--- src/common/bsv_defines.svh ---
`ifndef BSV_DEFINES_SVH
`define BSV_DEFINES_SVH

// ************************************************************
// bus target address and register map
// ************************************************************
`define BSV_TARGET_ADDR   7'h6C
`define BSV_REG_CTL       8'h02
`define BSV_REG_SLP       8'h03
`define BSV_CTL_RESET     8'hCF
`define BSV_SLP_RESET     8'h0F

// ************************************************************
// field positions
// ************************************************************
`define BSV_CODE_MSB      5
`define BSV_EN_BIT        6
`define BSV_OSC_BIT       7
`define BSV_SLEW_BIT      6
`define BSV_RDLY_BIT      7

// ************************************************************
// voltage code mapping, millivolts
// ************************************************************
`define BSV_VMIN_MV       625
`define BSV_VSTEP_MV      25

// ************************************************************
// slew rates, microvolts per microsecond
// ************************************************************
`define BSV_SLEW_SLOW_UV  190
`define BSV_SLEW_FAST_UV  380

// ************************************************************
// timing
// ************************************************************
`define BSV_CLK_NS        10
`define BSV_RDLY_SHORT_NS 1070000
`define BSV_RDLY_LONG_NS  8400000
`define BSV_BYTE_BITS     4'h8

`endif

--- src/common/bsv_pkg.sv ---
`default_nettype none
package bsv_pkg;

  // bus target sequencer states
  typedef enum logic [3:0] {
    ST_IDLE,
    ST_ADDR,
    ST_AACK,
    ST_PTR,
    ST_PACK,
    ST_WR,
    ST_WACK,
    ST_RD,
    ST_RACK
  } bsv_state_t;

endpackage
`default_nettype wire

--- src/design/bsv_code_to_mv.sv ---
`timescale 1ns/10ps
`default_nettype none
`include "bsv_defines.svh"

module bsv_code_to_mv (
  // clock and reset
  input  wire logic        clk,
  input  wire logic        rstn,
  // code in, target out
  input  wire logic [5:0]  code,
  output var  logic [11:0] mv_ff
);
  import bsv_pkg::*;

  logic [11:0] nxt_mv;

  // linear map, widths sized so the top code never wraps
  assign nxt_mv = 12'(`BSV_VMIN_MV) + 12'(code) * 12'(`BSV_VSTEP_MV);

  // registered so downstream sees a clean value
  always_ff @(posedge clk or negedge rstn) begin
    if (!rstn) begin
      mv_ff <= 12'h000;
    end else begin
      mv_ff <= nxt_mv;
    end
  end
endmodule
`default_nettype wire

--- src/design/bsv_regs.sv ---
`timescale 1ns/10ps
`default_nettype none
`include "bsv_defines.svh"

module bsv_regs #(
  parameter int unsigned RDLY_SHORT_CYC = `BSV_RDLY_SHORT_NS / `BSV_CLK_NS,
  parameter int unsigned RDLY_LONG_CYC  = `BSV_RDLY_LONG_NS / `BSV_CLK_NS
) (
  // clock and reset
  input  wire logic        clk,
  input  wire logic        rstn,
  // two-wire bus pins
  input  wire logic        scl_in,
  input  wire logic        sda_in,
  output logic             sda_out,
  output logic             sda_oe,
  // main converter controls
  output logic             osc_enable,
  output logic             converter_enable_bit,
  output logic [5:0]       converter_voltage_code,
  output logic [11:0]      main_target_mv,
  // sleep controls
  output logic [5:0]       light_load_voltage_code,
  output logic             output_slew_rate_select,
  output logic             reset_delay_select,
  output logic [11:0]      sleep_target_mv,
  output logic [8:0]       slew_uv_per_us,
  output logic [19:0]      reset_delay_cycles
);
  import bsv_pkg::*;

  // ************************************************************
  // state
  // ************************************************************
  bsv_state_t  state_ff;
  bsv_state_t  nxt_state;
  logic [3:0]  bit_cnt_ff;
  logic [3:0]  nxt_bit_cnt;
  logic [7:0]  shift_ff;
  logic [7:0]  nxt_shift;
  logic [7:0]  ptr_ff;
  logic [7:0]  nxt_ptr;
  logic        rw_ff;
  logic        nxt_rw;
  logic        nack_ff;
  logic        nxt_nack;
  logic        scl_q_ff;
  logic        sda_q_ff;
  logic [7:0]  ctl_ff;
  logic [7:0]  nxt_ctl;
  logic [7:0]  slp_ff;
  logic [7:0]  nxt_slp;
  logic [8:0]  slew_ff;
  logic [19:0] rdly_ff;
  logic        wr_stb;

  // ************************************************************
  // bus event decode
  // ************************************************************
  wire       scl_rise = scl_in & ~scl_q_ff;
  wire       scl_fall = ~scl_in & scl_q_ff;
  wire       start_ev = scl_in & scl_q_ff & sda_q_ff & ~sda_in;
  wire       stop_ev  = scl_in & scl_q_ff & ~sda_q_ff & sda_in;
  wire       byte_end = scl_fall && (bit_cnt_ff == `BSV_BYTE_BITS);
  wire       addr_hit = (shift_ff[7:1] == `BSV_TARGET_ADDR);
  wire       hit_ctl  = (ptr_ff == `BSV_REG_CTL);
  wire       hit_slp  = (ptr_ff == `BSV_REG_SLP);
  // unmapped offsets read as zero and drop writes
  wire [7:0] rd_byte  = hit_ctl ? ctl_ff : (hit_slp ? slp_ff : 8'h00);
  wire       in_ack   = (state_ff == ST_AACK) || (state_ff == ST_PACK) ||
                        (state_ff == ST_WACK);

  // open drain: only ever pull low, release otherwise
  assign sda_out = 1'b0;
  assign sda_oe  = in_ack || ((state_ff == ST_RD) && !shift_ff[7]);

  // ************************************************************
  // target sequencer
  // ************************************************************
  // a start anywhere restarts, so a repeated start turns write into read
  always_comb begin
    nxt_state   = state_ff;
    nxt_bit_cnt = bit_cnt_ff;
    nxt_shift   = shift_ff;
    nxt_ptr     = ptr_ff;
    nxt_rw      = rw_ff;
    nxt_nack    = nack_ff;
    wr_stb      = 1'b0;
    if (start_ev) begin
      nxt_state   = ST_ADDR;
      nxt_bit_cnt = 4'h0;
    end else if (stop_ev) begin
      nxt_state = ST_IDLE;
    end else begin
      case (state_ff)
        ST_ADDR, ST_PTR, ST_WR: begin
          if (scl_rise && (bit_cnt_ff != `BSV_BYTE_BITS)) begin
            nxt_shift   = {shift_ff[6:0], sda_in};
            nxt_bit_cnt = bit_cnt_ff + 4'h1;
          end else if (byte_end) begin
            nxt_bit_cnt = 4'h0;
            if (state_ff == ST_ADDR) begin
              // foreign address: stay silent until the next start
              nxt_state = addr_hit ? ST_AACK : ST_IDLE;
              nxt_rw    = shift_ff[0];
            end else if (state_ff == ST_PTR) begin
              nxt_ptr   = shift_ff;
              nxt_state = ST_PACK;
            end else begin
              wr_stb    = 1'b1;
              nxt_ptr   = ptr_ff + 8'h01;
              nxt_state = ST_WACK;
            end
          end
        end
        ST_AACK, ST_PACK, ST_WACK: begin
          if (scl_fall) begin
            if ((state_ff == ST_AACK) && rw_ff) begin
              nxt_shift = rd_byte;
              nxt_state = ST_RD;
            end else if (state_ff == ST_AACK) begin
              nxt_state = ST_PTR;
            end else begin
              nxt_state = ST_WR;
            end
          end
        end
        ST_RD: begin
          if (scl_fall && (bit_cnt_ff == 4'h7)) begin
            nxt_bit_cnt = 4'h0;
            nxt_ptr     = ptr_ff + 8'h01;
            nxt_state   = ST_RACK;
          end else if (scl_fall) begin
            nxt_shift   = {shift_ff[6:0], 1'b0};
            nxt_bit_cnt = bit_cnt_ff + 4'h1;
          end
        end
        ST_RACK: begin
          if (scl_rise) begin
            nxt_nack = sda_in;
          end else if (scl_fall) begin
            nxt_shift = rd_byte;
            nxt_state = nack_ff ? ST_IDLE : ST_RD;
          end
        end
        default: begin
          nxt_state = ST_IDLE;
        end
      endcase
    end
  end

  // ************************************************************
  // registers
  // ************************************************************
  assign nxt_ctl = (wr_stb && hit_ctl) ? shift_ff : ctl_ff;
  assign nxt_slp = (wr_stb && hit_slp) ? shift_ff : slp_ff;

  // sequencer flops
  always_ff @(posedge clk or negedge rstn) begin
    if (!rstn) begin
      state_ff   <= ST_IDLE;
      bit_cnt_ff <= 4'h0;
      shift_ff   <= 8'h00;
      ptr_ff     <= 8'h00;
      rw_ff      <= 1'b0;
      nack_ff    <= 1'b1;
      scl_q_ff   <= 1'b1;
      sda_q_ff   <= 1'b1;
    end else begin
      state_ff   <= nxt_state;
      bit_cnt_ff <= nxt_bit_cnt;
      shift_ff   <= nxt_shift;
      ptr_ff     <= nxt_ptr;
      rw_ff      <= nxt_rw;
      nack_ff    <= nxt_nack;
      scl_q_ff   <= scl_in;
      sda_q_ff   <= sda_in;
    end
  end

  // control registers come up at their defaults
  always_ff @(posedge clk or negedge rstn) begin
    if (!rstn) begin
      ctl_ff <= `BSV_CTL_RESET;
      slp_ff <= `BSV_SLP_RESET;
    end else begin
      ctl_ff <= nxt_ctl;
      slp_ff <= nxt_slp;
    end
  end

  // decoded slew and delay, registered for the analog side
  always_ff @(posedge clk or negedge rstn) begin
    if (!rstn) begin
      slew_ff <= 9'(`BSV_SLEW_SLOW_UV);
      rdly_ff <= 20'(RDLY_SHORT_CYC);
    end else begin
      slew_ff <= slp_ff[`BSV_SLEW_BIT] ? 9'(`BSV_SLEW_FAST_UV) : 9'(`BSV_SLEW_SLOW_UV);
      rdly_ff <= slp_ff[`BSV_RDLY_BIT] ? 20'(RDLY_LONG_CYC) : 20'(RDLY_SHORT_CYC);
    end
  end

  // ************************************************************
  // outputs
  // ************************************************************
  // the mode switch caution is left to the host, nothing is interlocked
  assign osc_enable              = ctl_ff[`BSV_OSC_BIT];
  assign converter_enable_bit    = ctl_ff[`BSV_EN_BIT];
  assign converter_voltage_code  = ctl_ff[`BSV_CODE_MSB:0];
  assign light_load_voltage_code = slp_ff[`BSV_CODE_MSB:0];
  assign output_slew_rate_select = slp_ff[`BSV_SLEW_BIT];
  assign reset_delay_select      = slp_ff[`BSV_RDLY_BIT];
  assign slew_uv_per_us          = slew_ff;
  assign reset_delay_cycles      = rdly_ff;

  // same linear map for both codes
  bsv_code_to_mv u_main_mv (
    .clk   (clk),
    .rstn  (rstn),
    .code  (converter_voltage_code),
    .mv_ff (main_target_mv)
  );

  bsv_code_to_mv u_sleep_mv (
    .clk   (clk),
    .rstn  (rstn),
    .code  (light_load_voltage_code),
    .mv_ff (sleep_target_mv)
  );
endmodule
`default_nettype wire

--- config.mk ---
export PLATFORM = sky130hd
export DESIGN_NAME = bsv_regs
export DESIGN_NICKNAME = d
export VERILOG_FILES = /design/src/common/bsv_pkg.sv /design/src/design/bsv_code_to_mv.sv /design/src/design/bsv_regs.sv
export VERILOG_INCLUDE_DIRS = /design/src /design/src/common
export SDC_FILE = /design/constraint.sdc
export NUM_CORES = 1
export LEC_CHECK = 0
export ABC_AREA = 1
export BUFFER_PORTS_ARGS = -buffer_cell sky130_fd_sc_hd__buf_2
export CAP_MARGIN = 20
export CORE_ASPECT_RATIO = 1.4
export CORE_MARGIN = 2
export CORE_UTILIZATION = 50
export CTS_CLUSTER_SIZE = 30
export DETAILED_ROUTE_END_ITERATION = 12
export GPL_TIMING_DRIVEN = 1
export PLACE_DENSITY = 0.81
export SYNTH_ARGS = -nofsm -noshare
export SYNTH_HDL_FRONTEND = slang
export SYNTH_SLANG_ARGS = --single-unit
--- constraint.sdc ---
create_clock -name clk -period 2.41 [get_ports clk]
set_input_delay 0.1205 -clock clk [delete_from_list [all_inputs] [get_ports clk]]
set_output_delay 0.1205 -clock clk [all_outputs]
set_load 0.02 [all_outputs]
==> results of run 1 <==
## worst min path at each step
| stage | cells after the start | slack, ns | from | to |
|---|---|---|---|---|
| after CTS | 2 | 0.28 | rstn | u_sleep_mv.mv_ff[6]$_DFF_PN0_ |
| final | 2 | 0.27 | rstn | u_sleep_mv.mv_ff[11]$_DFF_PN0_ |
| after global placement | 1 | 0.11 | rstn | u_sleep_mv.mv_ff[6]$_DFF_PN0_ |
| after floorplan | 0 | -0.18 | rstn | bit_cnt_ff[0]$_DFFE_PN0P_ |
| after detailed placement | 1 | 0.11 | rstn | u_sleep_mv.mv_ff[6]$_DFF_PN0_ |
| after global routing | 2 | 0.34 | rstn | u_sleep_mv.mv_ff[7]$_DFF_PN0_ |
## layout make-up
cell class / instances / area (um^2) / area share, %
Clock buffer: 13 / 260 / 4.29
Clock inverter: 3 / 65.1 / 1.07
Multi-Input combinational cell: 438 / 2870 / 47.3
Timing Repair Buffer: 95 / 576 / 9.48
Tap cell: 135 / 169 / 2.78
Inverter: 80 / 305 / 5.03
Sequential cell: 72 / 1820 / 30.1
## power by group through the flow
| stage | combinational [mW] | sequential [mW] | clock, mW |
|---|---|---|---|
| after global placement | 2.26 | 1.66 | 0 |
| after detailed placement | 2.37 | 1.67 | 0 |
| after global routing | 2.89 | 1.68 | 1.54 |
| after CTS | 2.47 | 1.65 | 1.49 |
| after floorplan | 1.73 | 1.74 | 0 |
| final | 2.60 | 1.66 | 1.47 |
## per-layer routing
| metal | vias up | track usage (%) | part of all wire (%) |
|---|---|---|---|
| met5 | - | 0 | 0 |
| met4 | 0 | 12.2 | 3.9 |
| met3 | 44 | 4.13 | 5.1 |
| met2 | 182 | 41.6 | 53 |
| met1 | 2057 | 24.5 | 38 |
| li1 | 2088 | - | - |
## layout by cell type (no fill, tap or decap), drive strengths merged, types with 2 or more instances in the layout
cell / instances
clkbuf: 13
xnor2: 4
nand3: 58
nand2: 178
o21ai: 31
or2: 2
fa: 2
bufinv: 2
nand4: 9
o211ai: 2
nor3: 4
dlygate4sd3: 3
buf: 92
dfrtp: 57
conb: 16
inv: 80
xor2: 14
mux2i: 2
nor2: 38
ha: 56
dfstp: 15
a21oi: 15
## logic make-up after synthesis
logic type / count (synthesis) / share of synthesized area [%]
xor+xnor: 18 / 3.18
flops: 72 / 36.8
simple gates: 291 / 27.3
fa+ha+maj: 58 / 15.0
buf+inv: 111 / 11.0
compound gates: 53 / 6.16
other cells: 2 / 0.152
mux: 2 / 0.404
## cell usage after synthesis, types with 2 or more instances
master | count | area, um^2
nand2_1 | 167 | 627
inv_1 | 76 | 285
dfrtp_1 | 57 | 1430
ha_1 | 56 | 701
nand3_1 | 52 | 260
buf_4 | 28 | 210
nor2_1 | 26 | 97.6
o21ai_0 | 22 | 110
a21oi_1 | 15 | 75.1
dfstp_2 | 15 | 394
xor2_1 | 14 | 123
nand2_2 | 10 | 62.6
nand4_1 | 8 | 50.1
nor2_4 | 7 | 78.8
o21ai_1 | 7 | 35.0
nor2_2 | 5 | 31.3
nand3_2 | 4 | 40.0
nor3_1 | 4 | 20.0
xnor2_1 | 4 | 35.0
buf_6 | 3 | 33.8
inv_2 | 3 | 11.3
conb_1 | 2 | 7.51
fa_1 | 2 | 40.0
mux2i_1 | 2 | 20.0
nand3_4 | 2 | 35.0
o211ai_1 | 2 | 15.0
o21ai_4 | 2 | 32.5
or2_2 | 2 | 12.5
## metrics by stage
| step | instances | area [um^2] |
|---|---|---|
| 2_1_floorplan | 621 | 5110 |
| 3_3_place_gp | 807 | 5510 |
| 3_5_place_dp | 807 | 5510 |
| 4_1_cts | 830 | 5970 |
| 5_1_grt | 836 | 6070 |
| 6_report | 836 | 6070 |
## registers in the layout (all words and copies together) (netlist names), 2 cells and up
| register | count |
|---|---|
| u_main_mv.mv_ff | 12 |
| u_sleep_mv.mv_ff | 12 |
| ctl_ff | 8 |
| ptr_ff | 8 |
| shift_ff | 8 |
| slp_ff | 8 |
| bit_cnt_ff | 4 |
| state_ff | 4 |
| reset_delay_cycles | 2 |
| slew_uv_per_us | 2 |
## timing repair
item / 4_1_cts / 5_1_grt
setup buffers: 4 / 6
hold endpoints to repair: 23 / 0
pin swaps: 4 / 8
setup endpoints to repair: 8 / 13
gates resized for setup: 12 / 17
hold buffers: 3 / 0
==> results.sh, run 1 <==
export IMPL_grt_pass1_wl_um=19300
export IMPL_slew_violations=0
export IMPL_failed_checks="setup timing"
export IMPL_power_mw=5.73
export IMPL_path_delay_family="adder cells"
export IMPL_synth_area_mm2=0.00495
export IMPL_gp_congestion=0.870
export IMPL_die_h_um=122
export IMPL_path_depth=11
export IMPL_drt_iter0_drc=352
export IMPL_reg2reg_slack_ns=-0.15
export IMPL_avgSynthCellArea_um2=8.16
export IMPL_r2r_end="u_main_mv.mv_ff[10]$_DFF_PN0_"
export IMPL_finish_utilization_pct=62.0
export IMPL_start_kind="flip-flop"
export IMPL_yosys_warnings=0
export IMPL_num_rows=43
export IMPL_crit_top_cell="ha_4"
export IMPL_htreeDepth=3
export IMPL_grt_pass1_vias=4322
export IMPL_fillCellCount=816
export IMPL_intPower_mw=3.43
export IMPL_syn_inst=607
export IMPL_p_seq_share_pct=29.0
export IMPL_antenna_found_initial=0
export IMPL_drt_vias_per_instance=5.23
export IMPL_hold_ws_ns=0.274
export IMPL_final_min_clock_period_ns=2.56
export IMPL_hpwl_um=8480
export IMPL_antennaDiodeCount=0
export IMPL_power_density_mw_per_mm2=944
export IMPL_synth_edf_count=0
export IMPL_max_stage_delay_ns=0.56
export IMPL_route_detailed_drc=0
export IMPL_finalWorstSetupSlack_ns=-0.155
export IMPL_setup_worst_path_start="ctl_ff[1]$_DFFE_PN1P_"
export IMPL_crit_fanout=4
export IMPL_synth_distinct_cells=38
export IMPL_areaGrowthSynthToFinish_pct=22.6
export IMPL_synthFlopType="dfrtp_1"
export IMPL_report_final_hold_viol_count=0
export IMPL_path_clk_slew_ns=0.06
export IMPL_final_nets=758
export IMPL_firstDrtPassIters=6
export IMPL_criticalPathCategory="reg -> reg"
export IMPL_pwr_share_comb_pct=45.5
export IMPL_finalSetupViolCount=10
export IMPL_cp_required_ns=2.68
export IMPL_ir_worst_vdd_uv=441
export IMPL_worst_endpoint_arrival_ns=2.84
export IMPL_num_io_pins=75
export IMPL_initial_core_util_pct=50.6
export IMPL_cap_violations=0
export IMPL_vias=4371
export IMPL_critPathCaptureType="flip-flop"
export IMPL_critPathBufInv=2
export IMPL_final_setup_tns_ns=-0.897
export IMPL_cts_sinks=72
export IMPL_grt_usage_pct=22.8
export IMPL_cts_tree="built"
export IMPL_dieArea_mm2=0.0107
export IMPL_fin_worst_skew_ns=0.00811
export IMPL_p_sw_mw=2.30
export IMPL_power_frac_clock_pct=25.6
export IMPL_grt_max_degree=29
export IMPL_cts_buffers=9
export IMPL_drive_above_1_share_pct=29.0
export IMPL_final_period_utilization_pct=106
export IMPL_crit_chain="inv_4 > ha_4 > inv_2 > fa_2 > ha_4 > ha_4 > nand3_2 > nand2_2 > nand4_1 > o211ai_1 > xor2_1"
export IMPL_root_buffer="clkbuf_16"
export IMPL_netSwitchingFraction_pct=40.1
export IMPL_cts_path_max_buffers=2
export IMPL_wl_per_cell_um=14.3
export IMPL_synth_seq_cells=72
export IMPL_antenna_left=0
export IMPL_hp_class="in -> async"
export IMPL_die_width_um=88.1
export IMPL_async_flop_share_pct=100
export IMPL_detailedPlace_worstSlack_ns=-0.111
export IMPL_critPathSlowestCell="dfstp_2"
export IMPL_reg2reg_from="ctl_ff[1]$_DFFE_PN1P_"
export IMPL_outcome="finished with violations"
export IMPL_clock_latency_ns=0.34
export IMPL_power_leakage_nw=3.19
export IMPL_drt_total_wl_um=11900
export IMPL_ys_seq_area_share_pct=36.8
export IMPL_endpoint="u_main_mv.mv_ff[10]$_DFF_PN0_"
export IMPL_grt_ovfl_total=0
export IMPL_r2r_cells=11
export IMPL_rsz0062_at_grt="yes"
export IMPL_core_mm2=0.00979
export IMPL_fmax_mhz=390
export IMPL_io_buffers=58
No activity file was read; power rests on OpenSTA's default activity.
==> run 2: changes to the inputs <==
==> constraint.sdc (replaced) <==
create_clock -name clk -period 2.41 [get_ports clk]
set_input_delay 0.241 -clock clk [delete_from_list [all_inputs] [get_ports clk]]
set_output_delay 0.241 -clock clk [all_outputs]
set_load 0.02 [all_outputs]
==> run 2 against run 1 <==
Effect of this change: combinational power fell by 2%; critical path depth rose by 1; the flow still finishes with violations (setup timing); die area did not move.
==> results.sh, run 2 (synthesized netlist as in run 1, its figures left out) <==
export IMPL_layout_common_cells="nand2_1 (163), inv_1 (70), buf_2 (58)"
export IMPL_antenna_left=0
export IMPL_final_cell_count_no_fill=835
export IMPL_outcome="finished with violations"
export IMPL_cts_tree="built"
export IMPL_clock_latency_ns=0.34
export IMPL_worst_endpoint_arrival_ns=2.87
export IMPL_netSwitchingFraction_pct=41.1
export IMPL_grt_max_degree=30
export IMPL_critPathSlowestCell="fa_2"
export IMPL_htreeDepth=3
export IMPL_num_io_pins=75
export IMPL_start_kind="flip-flop"
export IMPL_hpwl_um=8410
export IMPL_drt_total_wl_um=11700
export IMPL_slew_violations=0
export IMPL_final_nets=757
export IMPL_fillCellCount=815
export IMPL_die_h_um=122
export IMPL_top_regs="u_main_mv.mv_ff: 12 flops, u_sleep_mv.mv_ff: 12 flops"
export IMPL_final_min_clock_period_ns=2.65
export IMPL_areaGrowthSynthToFinish_pct=21.2
export IMPL_dieArea_mm2=0.0107
export IMPL_seq_area_mm2=0.00182
export IMPL_grt_pass1_wl_um=18800
export IMPL_grt_pass1_vias=4271
export IMPL_cp_required_ns=2.64
export IMPL_crit_fanout=4
export IMPL_power_leakage_nw=3.15
export IMPL_grt_usage_pct=22.3
export IMPL_cap_violations=0
export IMPL_pwr_share_comb_pct=45.9
export IMPL_report_final_hold_viol_count=0
export IMPL_failed_checks="setup timing"
export IMPL_vias=4297
export IMPL_layout_commonest_cell="nand2_1"
export IMPL_multiInputGateArea_mm2=0.00283
export IMPL_cts_path_max_buffers=2
export IMPL_p_sw_mw=2.28
export IMPL_finalWorstSetupSlack_ns=-0.236
export IMPL_io_buffers=58
export IMPL_initial_core_util_pct=50.6
export IMPL_power_density_mw_per_mm2=927
export IMPL_hp_class="in -> reg"
export IMPL_path_clk_slew_ns=0.06
export IMPL_gp_congestion=0.903
export IMPL_num_rows=43
export IMPL_finish_utilization_pct=61.3
export IMPL_drt_vias_per_instance=5.15
export IMPL_firstDrtPassIters=5
export IMPL_rsz0062_at_grt="yes"
export IMPL_power_frac_clock_pct=24.3
export IMPL_dpl_cell_count=807
export IMPL_criticalPathCategory="reg -> reg"
export IMPL_final_period_utilization_pct=110
export IMPL_power_mw=5.56
export IMPL_drive_above_1_share_pct=27.7
export IMPL_setup_worst_path_start="ctl_ff[2]$_DFFE_PN1P_"
export IMPL_fmax_mhz=378
export IMPL_finalSetupViolCount=11
export IMPL_critPathBufInv=3
export IMPL_root_buffer="clkbuf_16"
export IMPL_p_seq_share_pct=29.8
export IMPL_crit_top_cell="ha_4"
export IMPL_die_width_um=88.1
export IMPL_crit_chain="inv_2 > ha_4 > inv_2 > fa_2 > ha_4 > ha_4 > nand4_1 > inv_1 > nand2_1 > nand2_2 > a21oi_2 > xnor2_1"
export IMPL_core_mm2=0.00979
export IMPL_antennaDiodeCount=0
export IMPL_drt_iter0_drc=328
export IMPL_route_detailed_drc=0
export IMPL_ir_worst_vdd_uv=522
export IMPL_max_stage_delay_ns=0.55
export IMPL_wl_per_cell_um=14.1
export IMPL_path_delay_family="adder cells"
export IMPL_hp_start="scl_in"
export IMPL_grt_ovfl_total=0
export IMPL_cts_buffers=9
export IMPL_fin_worst_skew_ns=0.00498
export IMPL_cts_sinks=72
export IMPL_critPathCaptureType="flip-flop"
export IMPL_antenna_found_initial=0
export IMPL_intPower_mw=3.28
export IMPL_reg2reg_from="ctl_ff[2]$_DFFE_PN1P_"
## run 2: changes by cell type in the layout (fill, tap and decap cells not counted), moves of 2 or more
cell,delta
buf_6,+3
ha_1,+3
inv_2,-3
nand2_1,+3
buf_4,-2
dfrtp_1,+2
dfrtp_2,-2
dlygate4sd3_1,-2
ha_2,-2
inv_1,+2
nand2_2,-2
## run 2: per-layer routing
| layer | global-route usage, % | wire length, um |
|---|---|---|
| met4 | 11.3 | 374 |
| met3 | 3.93 | 511 |
| met1 | 24.1 | 4470 |
| met5 | 0 | 0 |
| met2 | 41.0 | 6390 |
## run 2: final cells by class
type / instances / share of cell area, %
clock buffer: 11 / 4.05
clock inverter: 5 / 0.938
inverter: 80 / 5.13
sequential: 72 / 30.4
tap: 135 / 2.81
multi-input combinational: 438 / 47.1
timing repair buffer: 94 / 9.57
## run 2: power by group through the flow
| stage | Clock (mW) | Combinational [mW] | Sequential, mW |
|---|---|---|---|
| 6_report | 1.35 | 2.55 | 1.66 |
| 4_1_cts | 1.36 | 2.46 | 1.65 |
| 5_1_grt | 1.43 | 2.83 | 1.68 |
| 2_1_floorplan | 0 | 1.73 | 1.74 |
| 3_3_place_gp | 0 | 2.26 | 1.66 |
| 3_5_place_dp | 0 | 2.37 | 1.67 |
## run 2: final timing paths
| check | depth (start not counted) | slack (ns) | to |
|---|---|---|---|
| max | 12 | -0.24 | u_main_mv.mv_ff[9]$_DFF_PN0_ |
| min | 1 | 0.02 | scl_q_ff$_DFF_PN1_ |
| max reg2reg | 12 | -0.24 | u_main_mv.mv_ff[9]$_DFF_PN0_ |
| min reg2reg | 0 | 0.40 | reset_delay_cycles[18]$_DFF_PN0_ |
| max in group asynchronous | 3 | 1.30 | sda_q_ff$_DFF_PN1_ |
| min in group asynchronous | 2 | 0.35 | u_sleep_mv.mv_ff[11]$_DFF_PN0_ |
## run 2: stage by stage
| stage | hold WS, ns | setup TNS, ns | setup WS (ns) | instance area, um^2 |
|---|---|---|---|---|
| 4_1_cts | 0.0158 | -0.619 | -0.131 | 5920 |
| 2_1_floorplan | -0.0546 | -0.314 | -0.0730 | 5110 |
| 3_3_place_gp | 0.179 | -0.0660 | -0.0276 | 5510 |
| 5_1_grt | 0.0193 | -2.50 | -0.283 | 6000 |
| 3_5_place_dp | 0.183 | -0.658 | -0.151 | 5510 |
| 6_report | 0.0165 | -1.70 | -0.236 | 6000 |
## run 2: what timing repair did
item                                    4_1_cts  5_1_grt
endpoints found under the setup margin        9       12
hold endpoints to repair                     12        0
setup buffers                                 6        6
pin swaps                                     2       11
hold buffers                                  1        0
gates cloned                                  0        0
gates resized for setup                       9       13
